--- config.mk ---
export PLATFORM = sky130hd
export DESIGN_NAME = ijp_pin_ctl
export DESIGN_NICKNAME = d
export VERILOG_FILES = /design/src/rtl/ijp_pkg.sv /design/src/rtl/ijp_pin_ctl.sv
export SDC_FILE = /design/constraint.sdc
export NUM_CORES = 1
export LEC_CHECK = 0
export ABC_AREA = 1
export BUFFER_PORTS_ARGS = -buffer_cell sky130_fd_sc_hd__buf_2
export CAP_MARGIN = 40
export CORE_MARGIN = 2
export CORE_UTILIZATION = 35
export DETAILED_ROUTE_END_ITERATION = 7
export GPL_ROUTABILITY_DRIVEN = 0
export PLACE_DENSITY_LB_ADDON = 0.2
export SYNTH_ARGS = -nofsm -noshare
export SYNTH_HDL_FRONTEND = slang
export SYNTH_SLANG_ARGS = --single-unit
--- constraint.sdc ---
create_clock -name hclk -period 1.6 [get_ports hclk]
set_input_delay 0.08 -clock hclk [delete_from_list [all_inputs] [get_ports hclk]]
set_output_delay 0.08 -clock hclk [all_outputs]
set_load 0.01 [all_outputs]
--- src/rtl/ijp_pkg.sv ---
package ijp_pkg;
	// register byte offsets
	localparam logic [7:0]  OFS_CTRL     = 8'h00;
	localparam logic [7:0]  OFS_CONFIG   = 8'h04;
	localparam logic [7:0]  OFS_STATUS   = 8'h08;
	localparam logic [7:0]  OFS_IRQ_STAT = 8'h0C;
	localparam logic [7:0]  OFS_IRQ_CLR  = 8'h10;
	localparam logic [7:0]  OFS_IRQ_EN   = 8'h14;
	localparam logic [7:0]  OFS_PLD_IMG  = 8'h18;

	// field positions
	localparam int CTRL_SW_EN    = 0;
	localparam int CFG_SHARED    = 0;
	localparam int CFG_PUSH_PULL = 1;
	localparam int CFG_SEL_LO    = 2;
	localparam int CFG_W         = 4;
	localparam int STS_JTAG_ON   = 0;
	localparam int STS_CHAN_ON   = 1;
	localparam int STS_EXT_ON    = 2;
	localparam int STS_BUSY      = 3;
	localparam int STS_ERROR     = 4;
	localparam int IRQ_ERROR     = 0;
	localparam int IRQ_DONE      = 1;
	localparam int IRQ_CHAN      = 2;
	localparam int IRQ_W         = 3;

	// pin slots of the shared port
	localparam int PIN_TMS  = 0;
	localparam int PIN_TCK  = 1;
	localparam int PIN_STAT = 2;
	localparam int PIN_ERR  = 3;
	localparam int PIN_TDI  = 4;
	localparam int PIN_TDO  = 5;
	localparam int PIN_W    = 6;
	localparam int PLD_W    = 3;

	// serial commands, values arbitrary
	localparam int          CMD_W       = 8;
	localparam logic [7:0]  CMD_CHAN_ON = 8'hA5;
	localparam logic [7:0]  CMD_EXT_ON  = 8'hA7;
	localparam logic [7:0]  CMD_OFF     = 8'h5A;

	// reset values
	localparam logic [CFG_W-1:0] CFG_RESET  = 4'h0;
	localparam logic [31:0]      PLD_ERASED = 32'hFFFFFFFF;
	localparam logic [31:0]      RDATA_ZERO = 32'h00000000;

	typedef struct packed {
		logic [PIN_W-1:0] pin_m;
		logic [PIN_W-1:0] pin_s;
		logic [PLD_W-1:0] pld_m;
		logic [PLD_W-1:0] pld_s;
		logic             tck_d;
		logic [CMD_W-1:0] shift;
		logic             tdo_bit;
		logic             chan_on;
		logic             ext_on;
		logic             busy_d;
		logic             err_lat;
		logic             sw_en;
		logic [CFG_W-1:0] cfg;
		logic [31:0]      pld_img;
		logic [IRQ_W-1:0] irq_st;
		logic [IRQ_W-1:0] irq_en;
		logic             irq;
		logic             wr_pend;
		logic [7:0]       wr_addr;
		logic [31:0]      rdata;
		logic [PIN_W-1:0] pin_o;
		logic [PIN_W-1:0] pin_oe;
	} ijp_state_s;
endpackage : ijp_pkg

--- src/rtl/ijp_pin_ctl.sv ---
// How it works
// - test port enabled when pin config, pld input or software bit is true
// - with test port off, the four basic pins follow general port logic
// - enabled pins stay inputs until serial command; then data output drives
// - dedicated configuration keeps the pins in test-port use permanently
// - shared configuration: one pld input from port b, c or d re-enables
// - software enable bit in control register is one enabling source
// - any reset clears the control register and its enable bit
// - status and error extension pins enabled only together by serial command
// - error pin driven low when erase or program ends in error
// - status pin reads inactive high while flash is in read mode
// - status pin low while program or erase cycle runs
// - extension pins default open drain, may switch to push pull
// - delivered programmable-logic bits read as erased ones
// - delivered configuration bits are all zero
// - blank device has basic test pins enabled without prior configuration
`timescale 1ns/1ps
module ijp_pin_ctl
	import ijp_pkg::*;
(
	input  wire logic              hclk,
	input  wire logic              hresetn,
	input  wire logic              hsel,
	input  wire logic [7:0]        haddr,
	input  wire logic [1:0]        htrans,
	input  wire logic              hwrite,
	input  wire logic [2:0]        hsize,
	input  wire logic [31:0]       hwdata,
	input  wire logic              hready,
	output logic      [31:0]       hrdata,
	output logic                   hreadyout,
	output logic                   hresp,
	input  wire logic [PIN_W-1:0]  pin_i,
	output logic      [PIN_W-1:0]  pin_o,
	output logic      [PIN_W-1:0]  pin_oe,
	input  wire logic [PIN_W-1:0]  gpio_out,
	input  wire logic [PIN_W-1:0]  gpio_oe,
	input  wire logic [PLD_W-1:0]  pld_in,
	input  wire logic              flash_busy,
	input  wire logic              flash_error,
	output logic                   irq
);

	ijp_state_s r_reg;
	ijp_state_s r_next;

	logic             jtag_on;
	logic             pld_on;
	logic             tck_rise;
	logic             tck_fall;
	logic             addr_ok;
	logic             busy_fall;
	logic             err_event;
	logic             chan_event;
	logic             stat_val;
	logic             err_val;
	logic [IRQ_W-1:0] irq_set;
	logic [IRQ_W-1:0] irq_clr;
	logic [1:0]       sel;

	function automatic logic [31:0] read_mux(input logic [7:0] a, input ijp_state_s s,
	                                         input logic on);
		logic [31:0] v;
		v = RDATA_ZERO;
		case (a)
			OFS_CTRL:     v[CTRL_SW_EN] = s.sw_en;
			OFS_CONFIG:   v[CFG_W-1:0] = s.cfg;
			OFS_STATUS: begin
				v[STS_JTAG_ON] = on;
				v[STS_CHAN_ON] = s.chan_on;
				v[STS_EXT_ON]  = s.ext_on;
				v[STS_BUSY]    = s.busy_d;
				v[STS_ERROR]   = s.err_lat;
			end
			OFS_IRQ_STAT: v[IRQ_W-1:0] = s.irq_st;
			OFS_IRQ_EN:   v[IRQ_W-1:0] = s.irq_en;
			OFS_PLD_IMG:  v = s.pld_img;
			default:      v = RDATA_ZERO;
		endcase
		return v;
	endfunction : read_mux

	// drives an extension pin in open drain or push pull fashion
	function automatic logic [1:0] ext_drive(input logic val, input logic pp);
		logic [1:0] d;
		d = {1'b0, 1'b0};
		if (pp) begin
			d = {val, 1'b1};
		end else begin
			d = {1'b0, ~val};
		end
		return d;
	endfunction : ext_drive

	always_comb begin
		sel       = r_reg.cfg[CFG_SEL_LO +: 2];
		pld_on    = (sel < 2'(PLD_W)) ? r_reg.pld_s[sel] : 1'b0;
		jtag_on   = ~r_reg.cfg[CFG_SHARED]
		            | (r_reg.cfg[CFG_SHARED] & pld_on)
		            | r_reg.sw_en;
		tck_rise  = r_reg.pin_s[PIN_TCK] & ~r_reg.tck_d;
		tck_fall  = ~r_reg.pin_s[PIN_TCK] & r_reg.tck_d;
		busy_fall = r_reg.busy_d & ~flash_busy;
		err_event = flash_error & r_reg.ext_on;
		addr_ok   = (haddr == OFS_CTRL) | (haddr == OFS_CONFIG) | (haddr == OFS_STATUS)
		            | (haddr == OFS_IRQ_STAT) | (haddr == OFS_IRQ_CLR)
		            | (haddr == OFS_IRQ_EN) | (haddr == OFS_PLD_IMG);

		r_next         = r_reg;
		chan_event     = 1'b0;
		r_next.pin_m   = pin_i;
		r_next.pin_s   = r_reg.pin_m;
		r_next.pld_m   = pld_in;
		r_next.pld_s   = r_reg.pld_m;
		r_next.tck_d   = r_reg.pin_s[PIN_TCK];
		r_next.busy_d  = flash_busy;

		// serial channel, clocked by sampled test clock edges
		if (!jtag_on) begin
			r_next.chan_on = 1'b0;
			r_next.ext_on  = 1'b0;
			r_next.shift   = '0;
		end else if (tck_rise) begin
			if (r_reg.pin_s[PIN_TMS]) begin
				// tms high closes a command; the shifted byte is decoded
				case (r_reg.shift)
					CMD_CHAN_ON: begin
						r_next.chan_on = 1'b1;
						chan_event     = ~r_reg.chan_on;
					end
					CMD_EXT_ON: begin
						r_next.chan_on = 1'b1;
						r_next.ext_on  = 1'b1;
						chan_event     = ~r_reg.chan_on;
					end
					CMD_OFF: begin
						r_next.chan_on = 1'b0;
						r_next.ext_on  = 1'b0;
					end
					default: begin
						r_next.chan_on = r_reg.chan_on;
					end
				endcase
				r_next.shift = '0;
			end else begin
				r_next.shift = {r_reg.pin_s[PIN_TDI], r_reg.shift[CMD_W-1:1]};
			end
		end else if (tck_fall) begin
			r_next.tdo_bit = r_reg.shift[0];
		end

		// error flag holds until the next program or erase starts
		if (flash_error) begin
			r_next.err_lat = 1'b1;
		end else if (flash_busy & ~r_reg.busy_d) begin
			r_next.err_lat = 1'b0;
		end

		// bus write lands in the data phase
		if (r_reg.wr_pend) begin
			case (r_reg.wr_addr)
				OFS_CTRL:    r_next.sw_en = hwdata[CTRL_SW_EN];
				OFS_CONFIG:  r_next.cfg = hwdata[CFG_W-1:0];
				OFS_IRQ_EN:  r_next.irq_en = hwdata[IRQ_W-1:0];
				OFS_PLD_IMG: r_next.pld_img = hwdata;
				default:     r_next.sw_en = r_reg.sw_en;
			endcase
		end
		r_next.wr_pend = 1'b0;
		r_next.rdata   = RDATA_ZERO;
		if (hsel & htrans[1] & hready) begin
			r_next.wr_pend = hwrite & addr_ok;
			r_next.wr_addr = haddr;
			if (!hwrite) begin
				r_next.rdata = read_mux(haddr, r_reg, jtag_on);
			end
		end

		// sticky events; a set in the clearing cycle survives
		irq_set = '0;
		irq_set[IRQ_ERROR] = err_event;
		irq_set[IRQ_DONE]  = busy_fall;
		irq_set[IRQ_CHAN]  = chan_event;
		irq_clr = (r_reg.wr_pend && r_reg.wr_addr == OFS_IRQ_CLR) ? hwdata[IRQ_W-1:0] : '0;
		r_next.irq_st = (r_reg.irq_st & ~irq_clr) | irq_set;
		r_next.irq    = |(r_next.irq_st & r_reg.irq_en);

		// pin drive: general port logic unless the test port owns the pins
		r_next.pin_o  = gpio_out;
		r_next.pin_oe = gpio_oe;
		if (jtag_on) begin
			r_next.pin_o[PIN_TMS]  = 1'b0;
			r_next.pin_oe[PIN_TMS] = 1'b0;
			r_next.pin_o[PIN_TCK]  = 1'b0;
			r_next.pin_oe[PIN_TCK] = 1'b0;
			r_next.pin_o[PIN_TDI]  = 1'b0;
			r_next.pin_oe[PIN_TDI] = 1'b0;
			r_next.pin_o[PIN_TDO]  = r_reg.tdo_bit;
			r_next.pin_oe[PIN_TDO] = r_reg.chan_on;
		end
		// extension pins follow the flash state only while enabled as a pair
		stat_val = ~flash_busy;
		err_val  = ~r_next.err_lat;
		if (r_reg.ext_on) begin
			{r_next.pin_o[PIN_STAT], r_next.pin_oe[PIN_STAT]} =
				ext_drive(stat_val, r_reg.cfg[CFG_PUSH_PULL]);
			{r_next.pin_o[PIN_ERR], r_next.pin_oe[PIN_ERR]} =
				ext_drive(err_val, r_reg.cfg[CFG_PUSH_PULL]);
		end
	end

	// reset puts back the delivery state: config zero, logic image erased
	always_ff @(posedge hclk or negedge hresetn) begin
		if (!hresetn) begin
			r_reg         <= '0;
			r_reg.sw_en   <= 1'b0;
			r_reg.cfg     <= CFG_RESET;
			r_reg.pld_img <= PLD_ERASED;
		end else begin
			r_reg <= r_next;
		end
	end

	assign hrdata    = r_reg.rdata;
	assign hreadyout = 1'b1;
	assign hresp     = 1'b0;
	assign pin_o     = r_reg.pin_o;
	assign pin_oe    = r_reg.pin_oe;
	assign irq       = r_reg.irq;

endmodule : ijp_pin_ctl

==> results of run 1 <==
-- how the worst max path moves through the flow --
stage                     startpoint               endpoint  slack [ns]  cells past startpoint
4_1_cts                     haddr[7]    hrdata[3]$_DFF_PN0_        0.03                      9
6_report       r_reg[51]$_DFFE_PN0P_  r_reg[95]$_DFFE_PN0P_        0.15                      5
2_1_floorplan  r_reg[51]$_DFFE_PN0P_  r_reg[76]$_DFFE_PN1P_        0.29                      6
3_3_place_gp   r_reg[51]$_DFFE_PN0P_  r_reg[95]$_DFFE_PN0P_        0.13                      5
3_5_place_dp   r_reg[51]$_DFFE_PN0P_  r_reg[81]$_DFFE_PN1P_        0.10                      7
5_1_grt        r_reg[45]$_DFFE_PN0P_  r_reg[55]$_DFFE_PN0P_       0.001                      5
-- synthesized netlist by cell type (all sizes together) --
cell	instances
dfrtp	91
clkbuf	5
nor3	35
nand2	117
o211ai	2
or2	2
inv	70
buf	55
nand3	36
a21oi	9
dfstp	32
nor2	34
nand4	1
conb	2
a31oi	1
o21ai	49
mux2	2
-- worst max-delay path, cell delays in order (launching register included) --
cell and delay (ns):
dfrtp_1 0.37, or2_4 0.26, nor3_1 0.31, nand2_2 0.20, nor2_1 0.13, a21oi_1 0.05
-- stage by stage --
stage          power [mW]  setup slack, ns   util
2_1_floorplan        3.45            0.290      -
3_3_place_gp         3.64            0.130  0.388
3_5_place_dp         3.65            0.103  0.388
4_1_cts              7.69           0.0337  0.472
5_1_grt              7.92          0.00129  0.476
6_report             7.59            0.151  0.476
-- per-layer routing --
layer  part of all wire  global-route usage
met5                  0                   0
met4              0.023              0.0680
met3              0.050              0.0484
met1               0.45               0.190
met2               0.47               0.228
-- where the power goes --
part	switching, mW	internal [mW]	total (mW)	leakage, nW
Clock	1.36	2.52	3.88	0.292
Sequential	0.0475	3.20	3.24	1.49
Combinational	0.241	0.232	0.473	1.83
-- logic make-up after synthesis --
group	synth area share
flops	0.602
compound gates	0.0602
simple gates	0.194
buf+inv	0.137
other cells	0.00145
mux	0.00435
-- layout make-up --
cell class	count	area, um2
Fill cell	1351	7590
Multi-Input combinational cell	290	1370
Clock inverter	12	146
Sequential cell	123	3120
Timing Repair Buffer	182	1310
Clock buffer	20	457
Inverter	70	263
Tap cell	184	230
-- what timing repair did --
item	4_1_cts	5_1_grt
resized for setup	0	6
buffers inserted	0	1
hold buffers	61	0
hold endpoints to repair	160	0
endpoints found under the setup margin	0	35
==> flow_summary.yaml, run 1 <==
global_route:
  grt_pass1_wl_um: 18400
  grt_start_max_net_pins: 64
  grt_pass1_vias: 3837
  grt_remaining_overflow: 0
  grt.total_usage: 0.148
  antenna_found_initial: 0
finish:
  nets: 757
  fin_cells: 881
  final_cell_mix: "113 x nand2_1, 109 x buf_2, 91 x dfrtp_1"
  layout-drive-gt1-share: 0.291
  antenna_cells: 0
  finalInstanceArea_um2: 6890
  largest_reg_flops: 71
  mostFrequentLayoutCell: "nand2_1"
  area_growth_pct: 33.0
clock_network:
  clockRootBuffer: "clkbuf_16"
  htree_levels: 4
  cts.clk_slew.worst_paths_ns: 0.05
  tritoncts: "done"
  cts_sinks: 123
  clk_latency_ns: 0.41
  clk_path_buf_depth: 2
  cts_buffers: 17
critical_path:
  cp.arrival_ns: 1.74
  path_max_fanout: 8
  start_kind: "flip-flop"
  endpoint_kind: "flip-flop"
  reg2reg_from: "r_reg[51]$_DFFE_PN0P_"
  r2r_slack_ns: 0.15
  r2r-end: "r_reg[95]$_DFFE_PN0P_"
  reg2reg_depth: 5
  critPathKind: "flip-flop to flip-flop"
  crit_required_ns: 1.90
timing:
  hold_viol_final: 0
  holdWs_ns: 0.0203
  drv_slew: 0
  timing.fmax_mhz: 690
  final-setup-viol-count: 0
  period_share: 0.905
  fin_crit_ns: 1.45
  finalSetupTns_ns: 0
  rsz0062_at_grt: "false"
  clock_skew_ns: 0.00451
worst_hold_path:
  worst_hold_path.endpoint: "hrdata[3]$_DFF_PN0_"
  holdPathStages: 5
  hp-class: "input pin to flip-flop"
  min_from: "htrans[1]"
yosys:
  syn_avg_cell_area_um2: 9.54
  yosysTopAreaCellShare: 0.440
  ys_ff_latch: 123
  synthesis.area_um2: 5180
  synthCells: 543
  ys_types: 28
  synth_nets: 616
  yosys_warnings: 0
  synth_seq_area_share: 0.602
  yosys.area.top_type: "dfrtp_1"
  yosys-top-cells-area: "dfrtp_1 44%, dfstp_2 16%, nand2_1 8.3%"
detailed_routing:
  num_vias: 3863
  drc: 0
  ant_nets: 0
  drtIter0Drc: 173
  drt-vias-per-instance: 4.38
  wl_per_cell_um: 13.0
  wl_um: 11400
  drt_pass1_iterations: 4
floorplanning:
  dieArea_um2: 15800
  core_um2: 14500
  initial_core_util: 0.358
  die_w_um: 126
  row_count: 44
  num_io_pins: 120
  die_y_um: 126
run_status:
  outcome: "complete, no violations"
place:
  port-buffer-count: 110
  post-place-cells: 786
  place_hpwl_um: 7410
  placed_area_um2: 5620
power:
  p_leak_nw: 3.62
  power-per-cell-area_nw_per_um2: 1100
  peakVddDrop_mv: 0.670
run:
  cap_violations: 0
Note: power is estimated with default switching activity, not from simulation.
==> run 2, diff against run 1 <==
Settings changed: CORE_UTILIZATION 35 to 54, HOLD_SLACK_MARGIN set to 0.08.
==> flow_summary.yaml, run 2 (synthesis gave the netlist of run 1 again) <==
timing:
  period_share: 0.938
  holdWs_ns: 0.0904
  hold_viol_final: 0
  timing.fmax_mhz: 666
  slew_headroom: 0.654
  fin_crit_ns: 1.50
  clock_skew_ns: 0.00680
  worst_pin_slew_ns: 0.519
  final-setup-viol-count: 0
  rsz0062_at_grt: "true"
  drv_slew: 0
detailed_routing:
  ant_nets: 0
  drt-vias-per-instance: 4.80
  num_vias: 4013
  drtIter0Drc: 199
  wl_per_cell_um: 13.7
  wl_um: 11500
  drc: 0
  drt_pass1_iterations: 4
critical_path:
  crit_required_ns: 2.01
  r2r-end: "r_reg[83]$_DFFE_PN1P_"
  path_max_fanout: 50
  cp.arrival_ns: 1.91
  crit_path_max_incr_delay_ns: 0.38
  reg2reg_depth: 7
  critPathSlowestCell: "dfrtp_1"
  r2r_slack_ns: 0.1
  start_kind: "flip-flop"
  crit_family: "simple AND/OR/NAND/NOR gates"
  cp_num_buf_inv: 1
  path_cells: "or2_4, nor2_4, nand2_4, nor2_8, buf_12, nand2_1, o21ai_0"
  worst-path-stages: 7
  reg2reg_from: "r_reg[51]$_DFFE_PN0P_"
  critPathKind: "flip-flop to flip-flop"
  endpoint_kind: "flip-flop"
floorplanning:
  die_w_um: 102
  dieArea_um2: 10400
  num_io_pins: 120
  die_y_um: 102
  core_um2: 9280
  initial_core_util: 0.558
  row_count: 35
place:
  placed_area_um2: 5560
  port-buffer-count: 110
  place_hpwl_um: 6980
finish:
  area_growth_pct: 33.8
  fillers: 657
  mostFrequentLayoutCell: "nand2_1"
  multi_input_area_um2: 1370
  seqCellArea_um2: 3120
  final_cell_mix: "113 x nand2_1, 109 x buf_2, 91 x dfrtp_1"
  largest_reg_flops: 71
  finalInstanceArea_um2: 6930
  antenna_cells: 0
  layout-drive-gt1-share: 0.284
  nets: 767
global_route:
  grt.met1_usage: 0.282
  grtUsageMet3: 0.0540
  grt_pass1_wl_um: 18400
  grt_pass1_vias: 4088
  globalRouteMet2Util: 0.396
  grt_remaining_overflow: 0
  top_usage_layer: "met2"
  grt_start_max_net_pins: 51
  antenna_found_initial: 0
  grt.total_usage: 0.231
power:
  p_leak_nw: 3.67
  peakVddDrop_mv: 0.704
  power-per-cell-area_nw_per_um2: 1130
run_status:
  outcome: "complete, no violations"
clock_network:
  clk_latency_ns: 0.50
  clk_path_buf_depth: 2
  cts_buffers: 17
  cts_sinks: 123
  tritoncts: "done"
  cts.clk_slew.worst_paths_ns: 0.06
  postCtsSetupRepairBufs: 0
  htree_levels: 4
  clockRootBuffer: "clkbuf_8"
worst_hold_path:
  hp-class: "input pin to asynchronous set/reset pin"
run:
  cap_violations: 0
[run 2: changes by cell type in the layout (fill, tap and decap cells not counted)]
cell,change
nor3_2,-1
nor3_1,+1
buf_6,-1
clkbuf_16,-2
clkbuf_8,+3
dlygate4sd3_1,+10
bufinv_16,+1
buf_4,+2
clkinv_2,-3
nand3_2,-1
nand3_4,+1
nor2_1,+1
nor2_2,-1
[run 2: per-layer routing]
metal	part of all wire	up-vias	wire length (um)
met5	0	-	0
met4	0.024	0	273
met3	0.049	34	556
met2	0.51	145	5850
met1	0.42	1867	4780
li1	-	1967	-
[run 2: layout make-up]
| cell class | count | share of cell area |
|---|---|---|
| flip-flops and latches | 123 | 0.450 |
| repair buffers | 192 | 0.200 |
| multi-input cells | 290 | 0.197 |
| clock buffers | 22 | 0.0683 |
| inverters | 70 | 0.0379 |
| clock inverters | 10 | 0.0233 |
| well taps | 129 | 0.0233 |
[run 2: report_power, final]
group	internal (mW)	switching, mW	total, mW
logic	0.265	0.247	0.512
clock network	2.70	1.35	4.04
registers	3.20	0.0518	3.25
[run 2: metrics by stage]
stage	setup WS, ns	total power [mW]	setup TNS [ns]	util	cells
global route	-0.0145	8.07	-0.0145	0.746	836
CTS	0.0660	7.85	0	0.744	836
floorplan	0.290	3.45	0	-	543
global placement	0.153	3.64	0	0.599	733
detailed placement	0.0853	3.65	0	0.599	733
finish	0.0995	7.80	0	0.746	836
[run 2: worst max path at each step]
stage	from	endpoint	slack [ns]
floorplan	r_reg[51]$_DFFE_PN0P_	r_reg[76]$_DFFE_PN1P_	0.29
global placement	r_reg[51]$_DFFE_PN0P_	r_reg[66]$_DFFE_PN1P_	0.15
detailed placement	r_reg[94]$_DFFE_PN0P_	r_reg[102]$_DFFE_PN0P_	0.09
CTS	r_reg[94]$_DFFE_PN0P_	r_reg[105]$_DFFE_PN0P_	0.07
global route	r_reg[45]$_DFFE_PN0P_	r_reg[93]$_DFFE_PN0P_	-0.01
finish	r_reg[51]$_DFFE_PN0P_	r_reg[83]$_DFFE_PN1P_	0.1
[run 2: timing repair]
action                     in CTS  in global routing
setup endpoints to repair       0                 10
hold endpoints to repair      176                  0
hold buffers                   71                  0
resized for setup               0                  4
==> run 3, diff against run 2 <==
Settings changed: CORE_MARGIN 2 to 3.
==> flow_summary.yaml, run 3 (synthesis gave the netlist of run 1 again) <==
timing:
  fin_crit_ns: 1.48
  drv_slew: 0
  clock_skew_ns: 0.00801
  period_share: 0.922
  holdWs_ns: 0.115
  hold_viol_final: 0
  timing.fmax_mhz: 678
  setup_ws_ns: 0.125
  final-setup-viol-count: 0
finish:
  area_growth_pct: 34.8
  mostFrequentLayoutCell: "nand2_1"
  layout-drive-gt1-share: 0.282
  nets: 769
  largest_reg_flops: 71
  final_cell_mix: "114 x nand2_1, 109 x buf_2, 91 x dfrtp_1"
  fin_cells: 838
  antenna_cells: 0
  finalInstanceArea_um2: 6980
critical_path:
  endpoint_kind: "flip-flop"
  critPathKind: "flip-flop to flip-flop"
  path_max_fanout: 42
  start_kind: "flip-flop"
  crit_required_ns: 2.02
  cp.arrival_ns: 1.90
floorplanning:
  die_w_um: 104
  initial_core_util: 0.558
  die_y_um: 104
  dieArea_um2: 10800
  num_io_pins: 120
  row_count: 35
  core_um2: 9280
clock_network:
  cts.clk_slew.worst_paths_ns: 0.06
  cts_buffers: 17
  tritoncts: "done"
  clk_path_buf_depth: 2
  postCtsSetupRepairBufs: 0
  cts_sinks: 123
  clk_latency_ns: 0.51
  htree_levels: 4
  clockRootBuffer: "clkbuf_8"
global_route:
  grt.total_usage: 0.216
  grt_pass1_wl_um: 18700
  grt_start_max_net_pins: 53
  grt_remaining_overflow: 0
  antenna_found_initial: 0
  grt_pass1_vias: 4114
place:
  placed_area_um2: 5560
  post-place-cells: 733
  port-buffer-count: 110
  place_ws_ns: 0.103
  place_hpwl_um: 7050
power:
  p_leak_nw: 3.69
  peakVddDrop_mv: 0.995
  power-per-cell-area_nw_per_um2: 1150
detailed_routing:
  ant_nets: 0
  wl_per_cell_um: 13.2
  drt-vias-per-instance: 4.75
  wl_um: 11100
  drtIter0Drc: 185
  drt_pass1_iterations: 5
  num_vias: 3981
  drc: 0
run:
  cap_violations: 0
worst_hold_path:
  hp-class: "input pin to flip-flop"
run_status:
  outcome: "complete, no violations"
==> run 3: changes by cell type in the layout (fill, tap and decap cells not counted), sizes merged <==
cell,change
dlygate4sd3,+2
clkbuf,-3
bufinv,+2
inv,+1
==> run 3: power breakdown <==
part / switching (mW) / internal (mW) / total, mW / leakage [nW]
registers: 0.0502 / 3.20 / 3.25 / 1.49
logic: 0.250 / 0.280 / 0.530 / 1.88
clock network: 1.38 / 2.90 / 4.28 / 0.315
==> run 3: what timing repair did <==
item | in CTS | in global routing
hold endpoints to repair | 203 | 0
setup endpoints to repair | 0 | 12
resized for setup | 0 | 4
hold buffers | 73 | 0
==> run 3: worst paths after layout <==
check / start / end / slack, ns / depth (start not counted)
worst max register to register: r_reg[51]$_DFFE_PN0P_ / r_reg[73]$_DFFE_PN1P_ / 0.12 / 7
max in group asynchronous: hresetn / hrdata[24]$_DFF_PN0_ / 0.53 / 3
worst min register to register: r_next[121]$_DFF_PN0_ / r_reg[121]$_DFF_PN0_ / 0.35 / 0
worst min-delay path: hready / hrdata[2]$_DFF_PN0_ / 0.12 / 5
worst max-delay path: r_reg[51]$_DFFE_PN0P_ / r_reg[73]$_DFFE_PN1P_ / 0.12 / 7
min in group asynchronous: hresetn / r_reg[80]$_DFFE_PN1P_ / 0.21 / 2
==> run 3: per-layer routing <==
layer,vias up,GRT usage,share of wire
met5,-,0,0
met4,0,0.0769,0.0082
met3,8,0.0490,0.044
met2,106,0.370,0.51
met1,1899,0.269,0.44
li1,1968,-,-
==> run 3: layout make-up <==
cell class                 instances  area (um2)
fill                             646        2300
inverter                          70         263
multi-input combinational        290        1360
clock buffer                      19         432
sequential                       123        3120
clock inverter                    13         238
timing repair buffer             194        1410
tap                              129         161
==> run 3: through the flow <==
step           utilization  power, mW  TNS (ns)
6_report             0.752       8.06         0
5_1_grt              0.752       8.35   -0.0192
4_1_cts              0.750       8.12         0
3_5_place_dp         0.599       3.65         0
3_3_place_gp         0.599       3.64         0
2_1_floorplan            -       3.45         0
==> run 3: critical path, cell delays in order (launching register included) <==
cell and delay, ns:
dfrtp_1 0.38, or2_4 0.27, nor2_4 0.16, nand2_4 0.10, nor2_8 0.11, buf_12 0.20, nand2_1 0.08, o21ai_0 0.08
